`src/hdl/reset_combiner_pkg.sv`:
```
package reset_combiner_pkg;

   // Register byte addresses on the AXI4-Lite port.
   localparam logic [3:0] ADDR_STATUS = 4'h0;
   localparam logic [3:0] ADDR_INFO = 4'h4;

   // Bit positions of the reset cause status register.
   localparam int BIT_TRAP = 15;
   localparam int BIT_ILLEGAL = 14;
   localparam int BIT_CFG_MISMATCH = 9;
   localparam int BIT_REG_KEEP = 8;
   localparam int BIT_PIN = 7;
   localparam int BIT_SOFT_RESET = 6;
   localparam int BIT_SOFT_WDT_EN = 5;
   localparam int BIT_WDT_TIMEOUT = 4;
   localparam int BIT_SLEEP = 3;
   localparam int BIT_IDLE = 2;
   localparam int BIT_BROWNOUT = 1;
   localparam int BIT_POWER_ON = 0;

   // Value after power-on and the mask of implemented bits.
   localparam logic [15:0] STATUS_RST = 16'h0003;
   localparam logic [15:0] STATUS_IMPL_MASK = 16'hc3ff;

   // Timing in nanoseconds and the derived clock-cycle counts.
   localparam int CLK_PERIOD_NS = 40;
   localparam int T_POR_NS = 10000;
   localparam int T_RST_NS = 20000;
   localparam int T_VREG_NS = 10000;
   localparam int T_POWER_UP_TIMER_NS = 64000000;
   localparam int CNT_W = 21;
   localparam logic [CNT_W-1:0] POR_CYC = CNT_W'((T_POR_NS + CLK_PERIOD_NS - 1) / CLK_PERIOD_NS);
   localparam logic [CNT_W-1:0] RST_CYC = CNT_W'((T_RST_NS + CLK_PERIOD_NS - 1) / CLK_PERIOD_NS);
   localparam logic [CNT_W-1:0] VREG_CYC = CNT_W'((T_VREG_NS + CLK_PERIOD_NS - 1) / CLK_PERIOD_NS);
   localparam logic [CNT_W-1:0] POWER_UP_TIMER_CYC = CNT_W'((T_POWER_UP_TIMER_NS + CLK_PERIOD_NS - 1) / CLK_PERIOD_NS);

   // Oscillator start-up timer: a 10-bit counter of 1024 periods.
   localparam int OST_W = 10;
   localparam logic [OST_W-1:0] OST_LAST = 10'h3ff;

   // AXI response codes.
   localparam logic [1:0] RESP_OKAY = 2'h0;
   localparam logic [1:0] RESP_SLVERR = 2'h2;

   // Reset sequencer states, Gray coded along run, hold, delay.
   typedef enum logic [1:0] {
      ST_RUN = 2'h0,
      ST_HOLD = 2'h1,
      ST_DELAY = 2'h3
   } seq_state_type;

endpackage

```
`src/hdl/reset_source_combiner.sv`:
```
// Added by the designer: the register addresses and the AXI4-Lite register port.
`timescale 1ns/1ps
// Contract
// - Nine reset sources merge into one function.
// - Any active source drives system reset active.
// - Each reset kind sets its own flag.
// - Power-on clears flags, sets bits one, zero.
// - Software writes flags freely, never causes reset.
// - Bit 15 set by trap conflict reset.
// - Bit 14 set by illegal opcode or uninit.
// - Bits 13 to 10 read zero, ignore writes.
// - Bit 9 set by configuration mismatch reset.
// - Bit 8 keeps regulator active in sleep.
// - Bit 7 set by master clear pin reset.
// - Bit 6 set by reset instruction.
// - Bit 5 enables watchdog; fuse forces it.
// - Bit 4 set by timeout, cleared by power-save.
// - Bit 3 set when entering sleep.
// - Bit 2 set when entering idle.
// - Bit 1 set by brown-out and power-on.
// - Bit 0 set by power-on only.
// - Clock source chosen by reset type when switching.
// - Without switching, clock source from configuration.
// - Release only after power-on and startup delays.
// - Start-up timer counts 1024 oscillator periods.
module reset_source_combiner #(
   parameter logic [reset_combiner_pkg::CNT_W-1:0] POWER_UP_TIMER_CYCLES = reset_combiner_pkg::POWER_UP_TIMER_CYC
) (
   // Clock, reset and clock enable.
   input wire logic aclk,
   input wire logic aresetn,
   input wire logic clk_en,
   // AXI4-Lite write channels.
   input wire logic [3:0] awaddr,
   input wire logic awvalid,
   output logic awready,
   input wire logic [31:0] wdata,
   input wire logic [3:0] wstrb,
   input wire logic wvalid,
   output logic wready,
   output logic [1:0] bresp,
   output logic bvalid,
   input wire logic bready,
   // AXI4-Lite read channels.
   input wire logic [3:0] araddr,
   input wire logic arvalid,
   output logic arready,
   output logic [31:0] rdata,
   output logic [1:0] rresp,
   output logic rvalid,
   input wire logic rready,
   // Reset sources from pins.
   input wire logic master_clear_pin,
   input wire logic brownout_reset,
   // Reset and power events from same-clock logic.
   input wire logic watchdog_timeout,
   input wire logic reset_instruction,
   input wire logic trap_conflict,
   input wire logic illegal_opcode,
   input wire logic uninit_workreg_reset,
   input wire logic config_word_mismatch,
   input wire logic sleep_entry,
   input wire logic idle_entry,
   // Configuration inputs.
   input wire logic fuse_watchdog_enable,
   input wire logic clock_switch_enable,
   input wire logic regulator_enabled,
   input wire logic [2:0] new_osc_config_field,
   input wire logic [2:0] current_osc_field,
   // System side outputs.
   output logic system_reset_line,
   output logic regulator_sleep_keep,
   output logic watchdog_run,
   output logic [2:0] clock_source_sel,
   output logic osc_clock_released
);

   typedef struct packed {
      logic master_clear_pin_meta;
      logic master_clear_pin_sync;
      logic bo_meta;
      logic bo_sync;
      reset_combiner_pkg::seq_state_type state;
      logic [reset_combiner_pkg::CNT_W-1:0] cnt;
      logic por_pend;
      logic por_bor;
      logic [2:0] clk_sel;
      logic [reset_combiner_pkg::OST_W-1:0] ost_cnt;
      logic ost_done;
      logic [15:0] status;
      logic aw_got;
      logic [3:0] aw_addr;
      logic w_got;
      logic [15:0] w_data;
      logic [1:0] w_strb;
      logic bvalid;
      logic [1:0] bresp;
      logic rvalid;
      logic [1:0] rresp;
      logic [15:0] rdata;
   } regs_type;

   regs_type q;
   regs_type d;
   logic src_any;
   logic [15:0] set_vec;
   logic [15:0] info_word;
   logic [reset_combiner_pkg::CNT_W-1:0] delay_load;
   logic [reset_combiner_pkg::CNT_W-1:0] startup_cyc;

   // Eight sources form one combined reset request; power-on enters through aresetn.
   assign src_any = q.master_clear_pin_sync | q.bo_sync | watchdog_timeout | reset_instruction | trap_conflict
                    | illegal_opcode | uninit_workreg_reset | config_word_mismatch;

   // Release delay depends on the kind of reset being served.
   assign startup_cyc = regulator_enabled ? reset_combiner_pkg::VREG_CYC : POWER_UP_TIMER_CYCLES;
   assign delay_load = reset_combiner_pkg::RST_CYC
                       + (q.por_bor ? startup_cyc : '0)
                       + (q.por_pend ? reset_combiner_pkg::POR_CYC : '0);

   assign info_word = {8'h00, q.clk_sel, q.ost_done, watchdog_run, q.state, q.por_bor};

   // Handshake readies are gated so a frozen clock enable loses nothing.
   assign awready = clk_en & ~q.aw_got & ~q.bvalid;
   assign wready = clk_en & ~q.w_got & ~q.bvalid;
   assign arready = clk_en & ~q.rvalid;
   assign bvalid = q.bvalid;
   assign bresp = q.bresp;
   assign rvalid = q.rvalid;
   assign rresp = q.rresp;
   assign rdata = {16'h0000, q.rdata};

   assign system_reset_line = ~aresetn | (q.state != reset_combiner_pkg::ST_RUN);
   assign regulator_sleep_keep = q.status[reset_combiner_pkg::BIT_REG_KEEP];
   assign watchdog_run = fuse_watchdog_enable | q.status[reset_combiner_pkg::BIT_SOFT_WDT_EN];
   assign clock_source_sel = q.clk_sel;
   assign osc_clock_released = q.ost_done;

   always_comb begin
      d = q;
      // Pins pass two flip-flops before use.
      d.master_clear_pin_meta = master_clear_pin;
      d.master_clear_pin_sync = q.master_clear_pin_meta;
      d.bo_meta = brownout_reset;
      d.bo_sync = q.bo_meta;

      // Cause flags set by hardware events.
      set_vec = 16'h0000;
      set_vec[reset_combiner_pkg::BIT_TRAP] = trap_conflict;
      set_vec[reset_combiner_pkg::BIT_ILLEGAL] = illegal_opcode | uninit_workreg_reset;
      set_vec[reset_combiner_pkg::BIT_CFG_MISMATCH] = config_word_mismatch;
      set_vec[reset_combiner_pkg::BIT_PIN] = q.master_clear_pin_sync;
      set_vec[reset_combiner_pkg::BIT_SOFT_RESET] = reset_instruction;
      set_vec[reset_combiner_pkg::BIT_WDT_TIMEOUT] = watchdog_timeout;
      set_vec[reset_combiner_pkg::BIT_SLEEP] = sleep_entry;
      set_vec[reset_combiner_pkg::BIT_IDLE] = idle_entry;
      set_vec[reset_combiner_pkg::BIT_BROWNOUT] = q.bo_sync;

      // Write address and data are taken in either order.
      if (awvalid && awready) begin
         d.aw_got = 1'b1;
         d.aw_addr = awaddr;
      end
      if (wvalid && wready) begin
         d.w_got = 1'b1;
         d.w_data = wdata[15:0];
         d.w_strb = wstrb[1:0];
      end
      if (q.aw_got && q.w_got) begin
         d.aw_got = 1'b0;
         d.w_got = 1'b0;
         d.bvalid = 1'b1;
         d.bresp = reset_combiner_pkg::RESP_OKAY;
         if (q.aw_addr[3:2] == reset_combiner_pkg::ADDR_STATUS[3:2]) begin
            // Writes only store values; no reset follows from them.
            if (q.w_strb[0]) begin
               d.status[7:0] = q.w_data[7:0];
            end
            if (q.w_strb[1]) begin
               d.status[15:8] = q.w_data[15:8];
            end
         end else if (q.aw_addr[3:2] != reset_combiner_pkg::ADDR_INFO[3:2]) begin
            d.bresp = reset_combiner_pkg::RESP_SLVERR;
         end
      end
      if (q.bvalid && bready) begin
         d.bvalid = 1'b0;
      end

      // The power-save instruction clears the timeout flag; a set wins.
      if (sleep_entry || idle_entry) begin
         d.status[reset_combiner_pkg::BIT_WDT_TIMEOUT] = 1'b0;
      end
      d.status = (d.status | set_vec) & reset_combiner_pkg::STATUS_IMPL_MASK;

      // Register reads.
      if (arvalid && arready) begin
         d.rvalid = 1'b1;
         d.rresp = reset_combiner_pkg::RESP_OKAY;
         if (araddr[3:2] == reset_combiner_pkg::ADDR_STATUS[3:2]) begin
            d.rdata = q.status;
         end else if (araddr[3:2] == reset_combiner_pkg::ADDR_INFO[3:2]) begin
            d.rdata = info_word;
         end else begin
            d.rdata = 16'h0000;
            d.rresp = reset_combiner_pkg::RESP_SLVERR;
         end
      end
      if (q.rvalid && rready) begin
         d.rvalid = 1'b0;
      end

      // Reset sequencer.
      unique case (q.state)
         reset_combiner_pkg::ST_RUN: begin
            if (src_any) begin
               d.state = reset_combiner_pkg::ST_HOLD;
               d.por_bor = q.bo_sync;
            end
         end
         reset_combiner_pkg::ST_HOLD: begin
            if (q.bo_sync) begin
               d.por_bor = 1'b1;
            end
            if (!src_any) begin
               d.state = reset_combiner_pkg::ST_DELAY;
               d.cnt = delay_load;
               if (clock_switch_enable && !q.por_bor) begin
                  d.clk_sel = current_osc_field;
               end else begin
                  d.clk_sel = new_osc_config_field;
               end
            end
         end
         reset_combiner_pkg::ST_DELAY: begin
            if (src_any) begin
               d.state = reset_combiner_pkg::ST_HOLD;
               d.por_bor = q.por_bor | q.bo_sync;
            end else if (q.cnt <= reset_combiner_pkg::CNT_W'(1)) begin
               d.state = reset_combiner_pkg::ST_RUN;
               d.por_pend = 1'b0;
               d.por_bor = 1'b0;
            end else begin
               d.cnt = q.cnt - reset_combiner_pkg::CNT_W'(1);
            end
         end
      endcase

      // Oscillator start-up timer restarts on each brown-out.
      if (q.bo_sync) begin
         d.ost_cnt = '0;
         d.ost_done = 1'b0;
      end else if (!q.ost_done) begin
         if (q.ost_cnt == reset_combiner_pkg::OST_LAST) begin
            d.ost_done = 1'b1;
         end else begin
            d.ost_cnt = q.ost_cnt + reset_combiner_pkg::OST_W'(1);
         end
      end
   end

   always_ff @(posedge aclk) begin
      if (!aresetn) begin
         q <= '0;
         q.status <= reset_combiner_pkg::STATUS_RST;
         q.state <= reset_combiner_pkg::ST_HOLD;
         q.por_pend <= 1'b1;
         q.por_bor <= 1'b1;
      end else if (clk_en) begin
         q <= d;
      end
   end

   // Checks.
   a_unimpl_read_zero: assert property (@(posedge aclk) disable iff (!aresetn)
      q.rvalid |-> q.rdata[13:10] == 4'h0)
      else $error("Unimplemented status bits read nonzero.");

   a_trap_flag_set: assert property (@(posedge aclk) disable iff (!aresetn)
      (trap_conflict && clk_en) |=> q.status[15])
      else $error("Trap conflict flag not set.");

   a_illegal_flag_set: assert property (@(posedge aclk) disable iff (!aresetn)
      ((illegal_opcode || uninit_workreg_reset) && clk_en) |=> q.status[14])
      else $error("Illegal opcode flag not set.");

   a_mismatch_flag_set: assert property (@(posedge aclk) disable iff (!aresetn)
      (config_word_mismatch && clk_en) |=> q.status[9] && system_reset_line)
      else $error("Mismatch flag or reset missing.");

   a_timeout_flag_set: assert property (@(posedge aclk) disable iff (!aresetn)
      (watchdog_timeout && (sleep_entry || idle_entry) && clk_en) |=> q.status[4])
      else $error("Timeout flag lost to power-save clear.");

   a_source_reset: assert property (@(posedge aclk) disable iff (!aresetn)
      (src_any && clk_en) |=> system_reset_line)
      else $error("Active source did not assert reset.");

   a_release_hold: assert property (@(posedge aclk) disable iff (!aresetn)
      (q.state == reset_combiner_pkg::ST_HOLD && !src_any) |=> system_reset_line [*8])
      else $error("Reset released too early.");

   a_fuse_watchdog: assert property (@(posedge aclk) disable iff (!aresetn)
      fuse_watchdog_enable |-> watchdog_run)
      else $error("Watchdog stopped with fuse set.");

   a_fixed_clock_src: assert property (@(posedge aclk) disable iff (!aresetn)
      (q.state == reset_combiner_pkg::ST_HOLD && !src_any && !clock_switch_enable && clk_en)
      |=> clock_source_sel == $past(new_osc_config_field))
      else $error("Clock source not from configuration.");

   a_por_status: assert property (@(posedge aclk)
      $rose(aresetn) |-> q.status == reset_combiner_pkg::STATUS_RST && system_reset_line)
      else $error("Power-on status value wrong.");

   a_pin_flag_set: assert property (@(posedge aclk) disable iff (!aresetn)
      (q.master_clear_pin_sync && clk_en) |=> q.status[7] && system_reset_line)
      else $error("Pin reset flag or reset missing.");

   a_brownout_flag_set: assert property (@(posedge aclk) disable iff (!aresetn)
      (q.bo_sync && clk_en) |=> q.status[1] && system_reset_line)
      else $error("Brown-out flag or reset missing.");

   a_soft_reset_flag: assert property (@(posedge aclk) disable iff (!aresetn)
      (reset_instruction && clk_en) |=> q.status[6] && system_reset_line)
      else $error("Reset instruction flag or reset missing.");

   a_sleep_flag_set: assert property (@(posedge aclk) disable iff (!aresetn)
      (sleep_entry && clk_en) |=> q.status[3])
      else $error("Sleep flag not set.");

   a_idle_flag_set: assert property (@(posedge aclk) disable iff (!aresetn)
      (idle_entry && clk_en) |=> q.status[2])
      else $error("Idle flag not set.");

   a_timeout_clear: assert property (@(posedge aclk) disable iff (!aresetn)
      ((sleep_entry || idle_entry) && !watchdog_timeout && !(q.aw_got && q.w_got) && clk_en)
      |=> !q.status[4])
      else $error("Power-save did not clear timeout flag.");

   a_switch_clock_sel: assert property (@(posedge aclk) disable iff (!aresetn)
      (q.state == reset_combiner_pkg::ST_HOLD && !src_any && clock_switch_enable && !q.por_bor && clk_en)
      |=> clock_source_sel == $past(current_osc_field))
      else $error("Clock source not from current oscillator field.");

   a_por_clock_sel: assert property (@(posedge aclk) disable iff (!aresetn)
      (q.state == reset_combiner_pkg::ST_HOLD && !src_any && q.por_bor && clk_en)
      |=> clock_source_sel == $past(new_osc_config_field))
      else $error("Clock source after brown-out not from configuration.");

   a_unimpl_store_zero: assert property (@(posedge aclk) disable iff (!aresetn)
      q.status[13:10] == 4'h0)
      else $error("Unimplemented status bits stored nonzero.");

   a_release_after_delay: assert property (@(posedge aclk) disable iff (!aresetn)
      $fell(system_reset_line) |-> $past(q.state) == reset_combiner_pkg::ST_DELAY)
      else $error("Reset released outside the delay count.");

   a_bor_long_delay: assert property (@(posedge aclk) disable iff (!aresetn)
      (q.bo_sync && clk_en) |=> q.por_bor)
      else $error("Brown-out did not request the start-up delay.");

   a_ost_restart: assert property (@(posedge aclk) disable iff (!aresetn)
      (q.bo_sync && clk_en) |=> !osc_clock_released)
      else $error("Oscillator clock not withheld on brown-out.");

   a_ost_full_count: assert property (@(posedge aclk) disable iff (!aresetn)
      $rose(q.ost_done) |-> $past(q.ost_cnt) == reset_combiner_pkg::OST_LAST)
      else $error("Oscillator released before full count.");

   c_pin_reset: cover property (@(posedge aclk) disable iff (!aresetn)
      $rose(q.master_clear_pin_sync) ##[1:600] $fell(system_reset_line));
   c_status_write: cover property (@(posedge aclk) disable iff (!aresetn)
      q.aw_got && q.w_got && q.aw_addr == reset_combiner_pkg::ADDR_STATUS);
   c_ost_done: cover property (@(posedge aclk) disable iff (!aresetn) $rose(q.ost_done));
   c_bor_release: cover property (@(posedge aclk) disable iff (!aresetn)
      $rose(q.bo_sync) ##[1:1000] $fell(system_reset_line));
   c_timeout_cleared: cover property (@(posedge aclk) disable iff (!aresetn) $fell(q.status[4]));

endmodule // reset_source_combiner

```
`config.mk`:
```
export PLATFORM = sky130hd
export DESIGN_NAME = reset_source_combiner
export DESIGN_NICKNAME = d
export VERILOG_FILES = /design/src/hdl/reset_combiner_pkg.sv /design/src/hdl/reset_source_combiner.sv
export SDC_FILE = /design/constraint.sdc
export NUM_CORES = 1
export LEC_CHECK = 0
export ABC_AREA = 1
export BUFFER_PORTS_ARGS = -buffer_cell sky130_fd_sc_hd__buf_2
export CORE_MARGIN = 3
export CORE_UTILIZATION = 49
export CTS_BUF_LIST = sky130_fd_sc_hd__clkbuf_8 sky130_fd_sc_hd__clkbuf_16
export CTS_CLUSTER_SIZE = 30
export DETAILED_ROUTE_END_ITERATION = 10
export PLACE_DENSITY = 0.77
export REMOVE_ABC_BUFFERS = 1
export SYNTH_ARGS = -nofsm -noshare
export SYNTH_HDL_FRONTEND = slang
export SYNTH_SLANG_ARGS = --single-unit
export TNS_END_PERCENT = 1
```
`constraint.sdc`:
```
create_clock -name aclk -period 1.55 [get_ports aclk]
set_input_delay 0.155 -clock aclk [delete_from_list [all_inputs] [get_ports aclk]]
set_output_delay 0.155 -clock aclk [all_outputs]
set_load 0.01 [all_outputs]
```
# Yosys cells after proc, flatten, opt, wreduce, memory -nomap -nowiden
# Cells that the tools add are included.
# totals
output_inout_bits	48
register_bits	101
inputBits	71
# op_classes
addsub	4
n_mux	39
n_eq_ne	13
order_cmp	1
reduce_logical	32
bitwise	23
# ops
cell	count
21-bit two-way mux	3
21-bit case mux with 2 select lines	1
19-bit two-way mux	2
16-bit two-way mux	2
8-bit two-way mux	4
23-bit two-way mux	1
11-bit two-way mux	2
22-bit two-way mux	1
21-bit by 8-bit adder with 21-bit output	1
9-bit by 21-bit adder with 21-bit output, first input constant	1
21-bit by 1-bit less-or-equal comparator with 1-bit output, second input constant	1
21-bit by 1-bit subtractor with 21-bit output, second input constant	1
17-bit two-way mux	1
2-bit two-way mux	8
16-bit OR	1
2-bit AND reduction	8
2-bit != test, second input constant	6
4-bit AND reduction	3
2-bit nonzero test	6
1-bit OR	11
10-bit by 1-bit adder with 10-bit output, second input constant	1
10-bit == test, second input constant	1
10-bit two-way mux	1
1-bit two-way mux	8
other kinds (16)	37

# Depth between registers and ports, before layout
# logic_depth
word_depth	9
mapped_depth	12
depth_no_buf	12

# Least setup slack after synthesis
# Ideal clock, no wire load.
# synth_timing
path_kind	register -> register
startpoint	register q[78] in the netlist's numbering
endpoint	register q[98] in the netlist's numbering
t_required_ns	1.438
setup_time_ns	0.112
period_less_slack_ns	1.468
slack_ns	0.082
arrival_ns	1.357
path_stages_with_launch	10
cell_sequence	dfxtp_1 inv_1 ha_1 nand2_1 nor3_2 nand2_1 o21ai_2 nor2_2 nor2_1 nor2_1
# synth_via
elab_chain_len	4
elab_cells_between_ends	7
classes_between	1 x add/sub; 1 x order compare; 1 x eq/ne; 3 x mux; 1 x reduce/logical
# synth_rtl
item	line	source
from (decl)	reset_source_combiner.sv:103	regs_type q;
21-bit by 1-bit subtractor with 21-bit output	reset_source_combiner.sv:244	d.cnt = q.cnt - reset_combiner_pkg::CNT_W'(1);
21-bit two-way mux	reset_source_combiner.sv:239	end else if (q.cnt <= reset_combiner_pkg::CNT_W'(1)) begin
22-bit two-way mux	reset_source_combiner.sv:236	if (src_any) begin
21-bit case mux with 2 select lines	reset_source_combiner.sv:214	unique case (q.state)
# Parallel ways exist; a longest one is shown, timed or not. The select of a mux whose other input is x is not followed.
# A chain may end at the register's enable or synchronous reset.

# Worst setup path after layout
# layout_timing
startpoint	register q[93] in the netlist's numbering
endpoint	register q[80] in the netlist's numbering
# layout_via
elab_chain_len	3
# layout_rtl
item	line
21-bit by 1-bit less-or-equal comparator with 1-bit output	reset_source_combiner.sv:239
2-bit != test (no line)	-
5-bit AND reduction (no line)	-
# No other way between the ends.

==> key figures <==
Run status
  – Status: finished with violations
  – Failing checks: negative setup slack

Drt
  – Initial drt markers: 298
  – DR WL/cell: 13.1 um
  – DRC: 0
  – Via Count: 4904
  – Antenna Nets Post-Route: 0
  – Pre-antenna DRT Iters: 5
  – Avg Vias per Cell: 4.93
  – WL final: 13.0 mm

Global routing
  – Gr ovfl total: 0
  – First-pass GRT wire length: 19.8 mm
  – Pin count of the biggest net entering global routing: 73
  – Initial antenna violation count: 0
  – Vias in the first global route: 4339
  – Gr usage total: 21.3%

Setup path
  – Crit path max-delay cell type: dfxtp_4
  – CP Cell Sequence: nor2_4 -> nand2_1 -> nor2_2 -> nand3_2 -> nand2_2 -> nand2_4 -> nand2_8 -> clkinvlp_4 -> nor2_2 -> nor2_1
  – Cell mode on critical path: nor2_2
  – Worst-case reg-to-reg path depth: 10
  – CP max FO: 5
  – Worst EP required: 1.83 ns
  – Critical Path Start Type: flip-flop
  – CP Class: reg -> reg
  – Crit end category: flip-flop
  – WP data arrival: 1.91 ns
  – Slowest stage delay, CP: 0.38 ns

Timing
  – Fin crit period: 1.63 ns
  – Hold Fails Final Rpt: 0
  – Max Slew Vio Count: 0
  – Final setup vio count: 11
  – F_max: 0.613 GHz
  – Worst hold margin: 0.0164 ns
  – Final worst slack: -0.0806 ns
  – Layout Skew: 0.0159 ns
  – Part of the cycle the worst path needs: 105%
  – RSZ-0062 raised after global routing: yes

Power
  – Max IR drop VDD: 0.592 mV
  – Cell internal pwr: 3.56 mW
  – Pwr dens: 792 nW/um2
  – Net switching power: 1.41 mW
  – P_leak: 3.10 nW
  – Sequential Power Share: 48.6%
  – Overall Power: 4.97 mW
  – Logic pwr share: 13.2%
  – Sw Share: 28.4%
  – Clock power frac: 38.1%

Layout
  – Share of layout cells above drive strength 1: 30.3%
  – Ant. Diodes: 0
  – Post-layout nets: 936
  – Final cell count without fillers: 994
  – Final core occ: 63.6%
  – Area growth, synth to finish: 25.3%

Die
  – Chip width: 107 um
  – Die height: 107 um
  – Core area: 9860 um2
  – Io pins: 119
  – Cell Rows: 36
  – Total die area: 11500 um2
  – Initial Util: 50.8%

CTS
  – Clk sink count: 89
  – H-tree level count: 3
  – Clock insertion delay at the later pin of the skew report: 0.39 ns
  – Clock transition at path regs: 0.11 ns
  – CTS tree: yes
  – CTS max path bufs: 2
  – CTS Root Cell: clkbuf_8
  – TritonCTS Buffers: 9

Synth
  – Cell area after synthesis: 5010 um2
  – Mean Syn Cell Area: 6.64 um2
  – Yosys reg bits: 89
  – Syn Inst Count: 754
  – Post-synth cell types: 41
  – Seq/Total Area, Yosys: 35.6%
  – Synth warn: 0

Placed design
  – Hpwl dp: 8.58 mm
  – RD Place Congestion: 0.954
  – PortBufs: 70
  – Placed Cells: 964

Hold path
  – WHS Path Cells: 3
  – Worst Hold Class: in -> reg

Job
  – Max Cap Viol: 0
==> power groups by stage <==
stage | logic, mW | clock network, mW | registers (mW)
floorplan | 0.351 | 0 | 2.48
global placement | 0.607 | 0 | 2.48
detailed placement | 0.613 | 0 | 2.48
CTS | 0.624 | 1.91 | 2.42
global route | 0.749 | 2.01 | 2.43
finish | 0.658 | 1.90 | 2.42
==> cells by family after synthesis <==
family / Yosys count / synth area share [%]
simple gates: 376 / 33.2
buf+inv: 145 / 14.4
compound gates: 129 / 13.6
flops: 89 / 35.6
fa+ha+maj: 9 / 2.25
xor+xnor: 4 / 0.700
other cells: 1 / 0.0749
mux: 1 / 0.225
==> worst max-delay path: cells and delay by family, from the launching register on <==
family,cells,cell delay [ns]
buffers and inverters,1,0.15
DFF,1,0.38
and+or+nand+nor,9,0.99
==> sequential cells by signal, indices dropped and copies added (netlist names) <==
name and count:
rresp 1, rdata 12, clock_source_sel 3, osc_clock_released 1
info_word 3, q 63, regulator_sleep_keep 1, rvalid 1
bvalid 1, d 2, bresp 1
==> worst paths after layout <==
| path | from | slack [ns] | endpoint |
|---|---|---|---|
| setup / recovery | q[93]$_SDFFE_PN0P_ | -0.08 | q[80]$_SDFFE_PN0P_ |
| hold / removal | master_clear_pin | 0.02 | d[103]$_SDFFE_PN0P_ |
| setup reg to reg | q[93]$_SDFFE_PN0P_ | -0.08 | q[80]$_SDFFE_PN0P_ |
| hold reg to reg | q[26]$_SDFFE_PN0P_ | 0.45 | q[26]$_SDFFE_PN0P_ |
==> metrics by stage <==
step / setup TNS [ns] / area, um2 / worst slack [ns]
global placement: -0.00575 / 5570 / -0.00318
CTS: -0.00128 / 5910 / -0.00128
finish: -0.370 / 6270 / -0.0806
floorplan: -0.0416 / 4680 / -0.0152
global route: -3.12 / 6270 / -0.225
detailed placement: -0.309 / 5570 / -0.0627
==> layout by cell type (no fill, tap or decap), types with 2 or more instances in the layout <==
cell / count
a211oi_1: 2
a21oi_1: 43
a31oi_1: 3
buf_12: 6
buf_2: 69
buf_4: 49
buf_6: 4
bufinv_16: 2
clkbuf_8: 9
clkinvlp_4: 2
conb_1: 22
dfxtp_1: 66
dfxtp_2: 14
dfxtp_4: 9
ha_1: 5
ha_2: 3
inv_1: 71
inv_2: 11
inv_8: 2
nand2_1: 139
nand2_2: 12
nand2_4: 4
nand3_1: 32
nand3_2: 9
nand3_4: 3
nand4_1: 5
nor2_1: 119
nor2_2: 22
nor2_4: 16
nor3_1: 7
nor3_4: 2
o211ai_1: 2
o21ai_0: 62
o21ai_1: 7
o22ai_1: 6
or2_2: 3
xor2_1: 3
==> cells in the mapped netlist (all sizes together) <==
cell | count | area, um2
nand3 | 43 | 273
o22ai | 6 | 37.5
inv | 84 | 315
xor2 | 3 | 26.3
o2111ai | 1 | 8.76
conb | 1 | 3.75
o21ai | 70 | 354
nor3b | 1 | 7.51
a22oi | 1 | 7.51
mux2 | 1 | 11.3
dfxtp | 89 | 1780
xnor2 | 1 | 8.76
buf | 48 | 357
or2 | 4 | 25.0
a31oi | 3 | 18.8
nand4 | 5 | 31.3
a211oi | 2 | 15.0
o31ai | 1 | 7.51
nor3 | 9 | 61.3
nand2 | 156 | 621
clkbuf | 12 | 45.0
clkinv | 1 | 3.75
nor2 | 158 | 644
o211ai | 2 | 15.0
a21oi | 43 | 215
ha | 9 | 113
==> cell type report <==
type	instances	area (um2)
Multi-Input combinational cell	542	2830
Clock inverter	7	108
Inverter	85	325
Clock buffer	9	124
Sequential cell	89	1830
Tap cell	133	166
Timing Repair Buffer	129	888
Fill cell	853	3590
==> layer usage <==
metal	vias to the layer above	GRT usage [%]	part of all wire, %
met4	0	4.84	2.3
met1	2216	26.9	43
met2	121	36.2	50
met3	26	5.60	5.1
li1	2541	-	-
met5	-	0	0
==> what timing repair did <==
action	in CTS	in global routing
setup endpoints to repair	6	40
hold buffers	1	0
endpoints found under the hold margin	1	0
pin swaps	1	24
gates resized for setup	6	105
cloned	0	1
setup buffers	5	7
No activity file was read; power rests on OpenSTA's default activity.
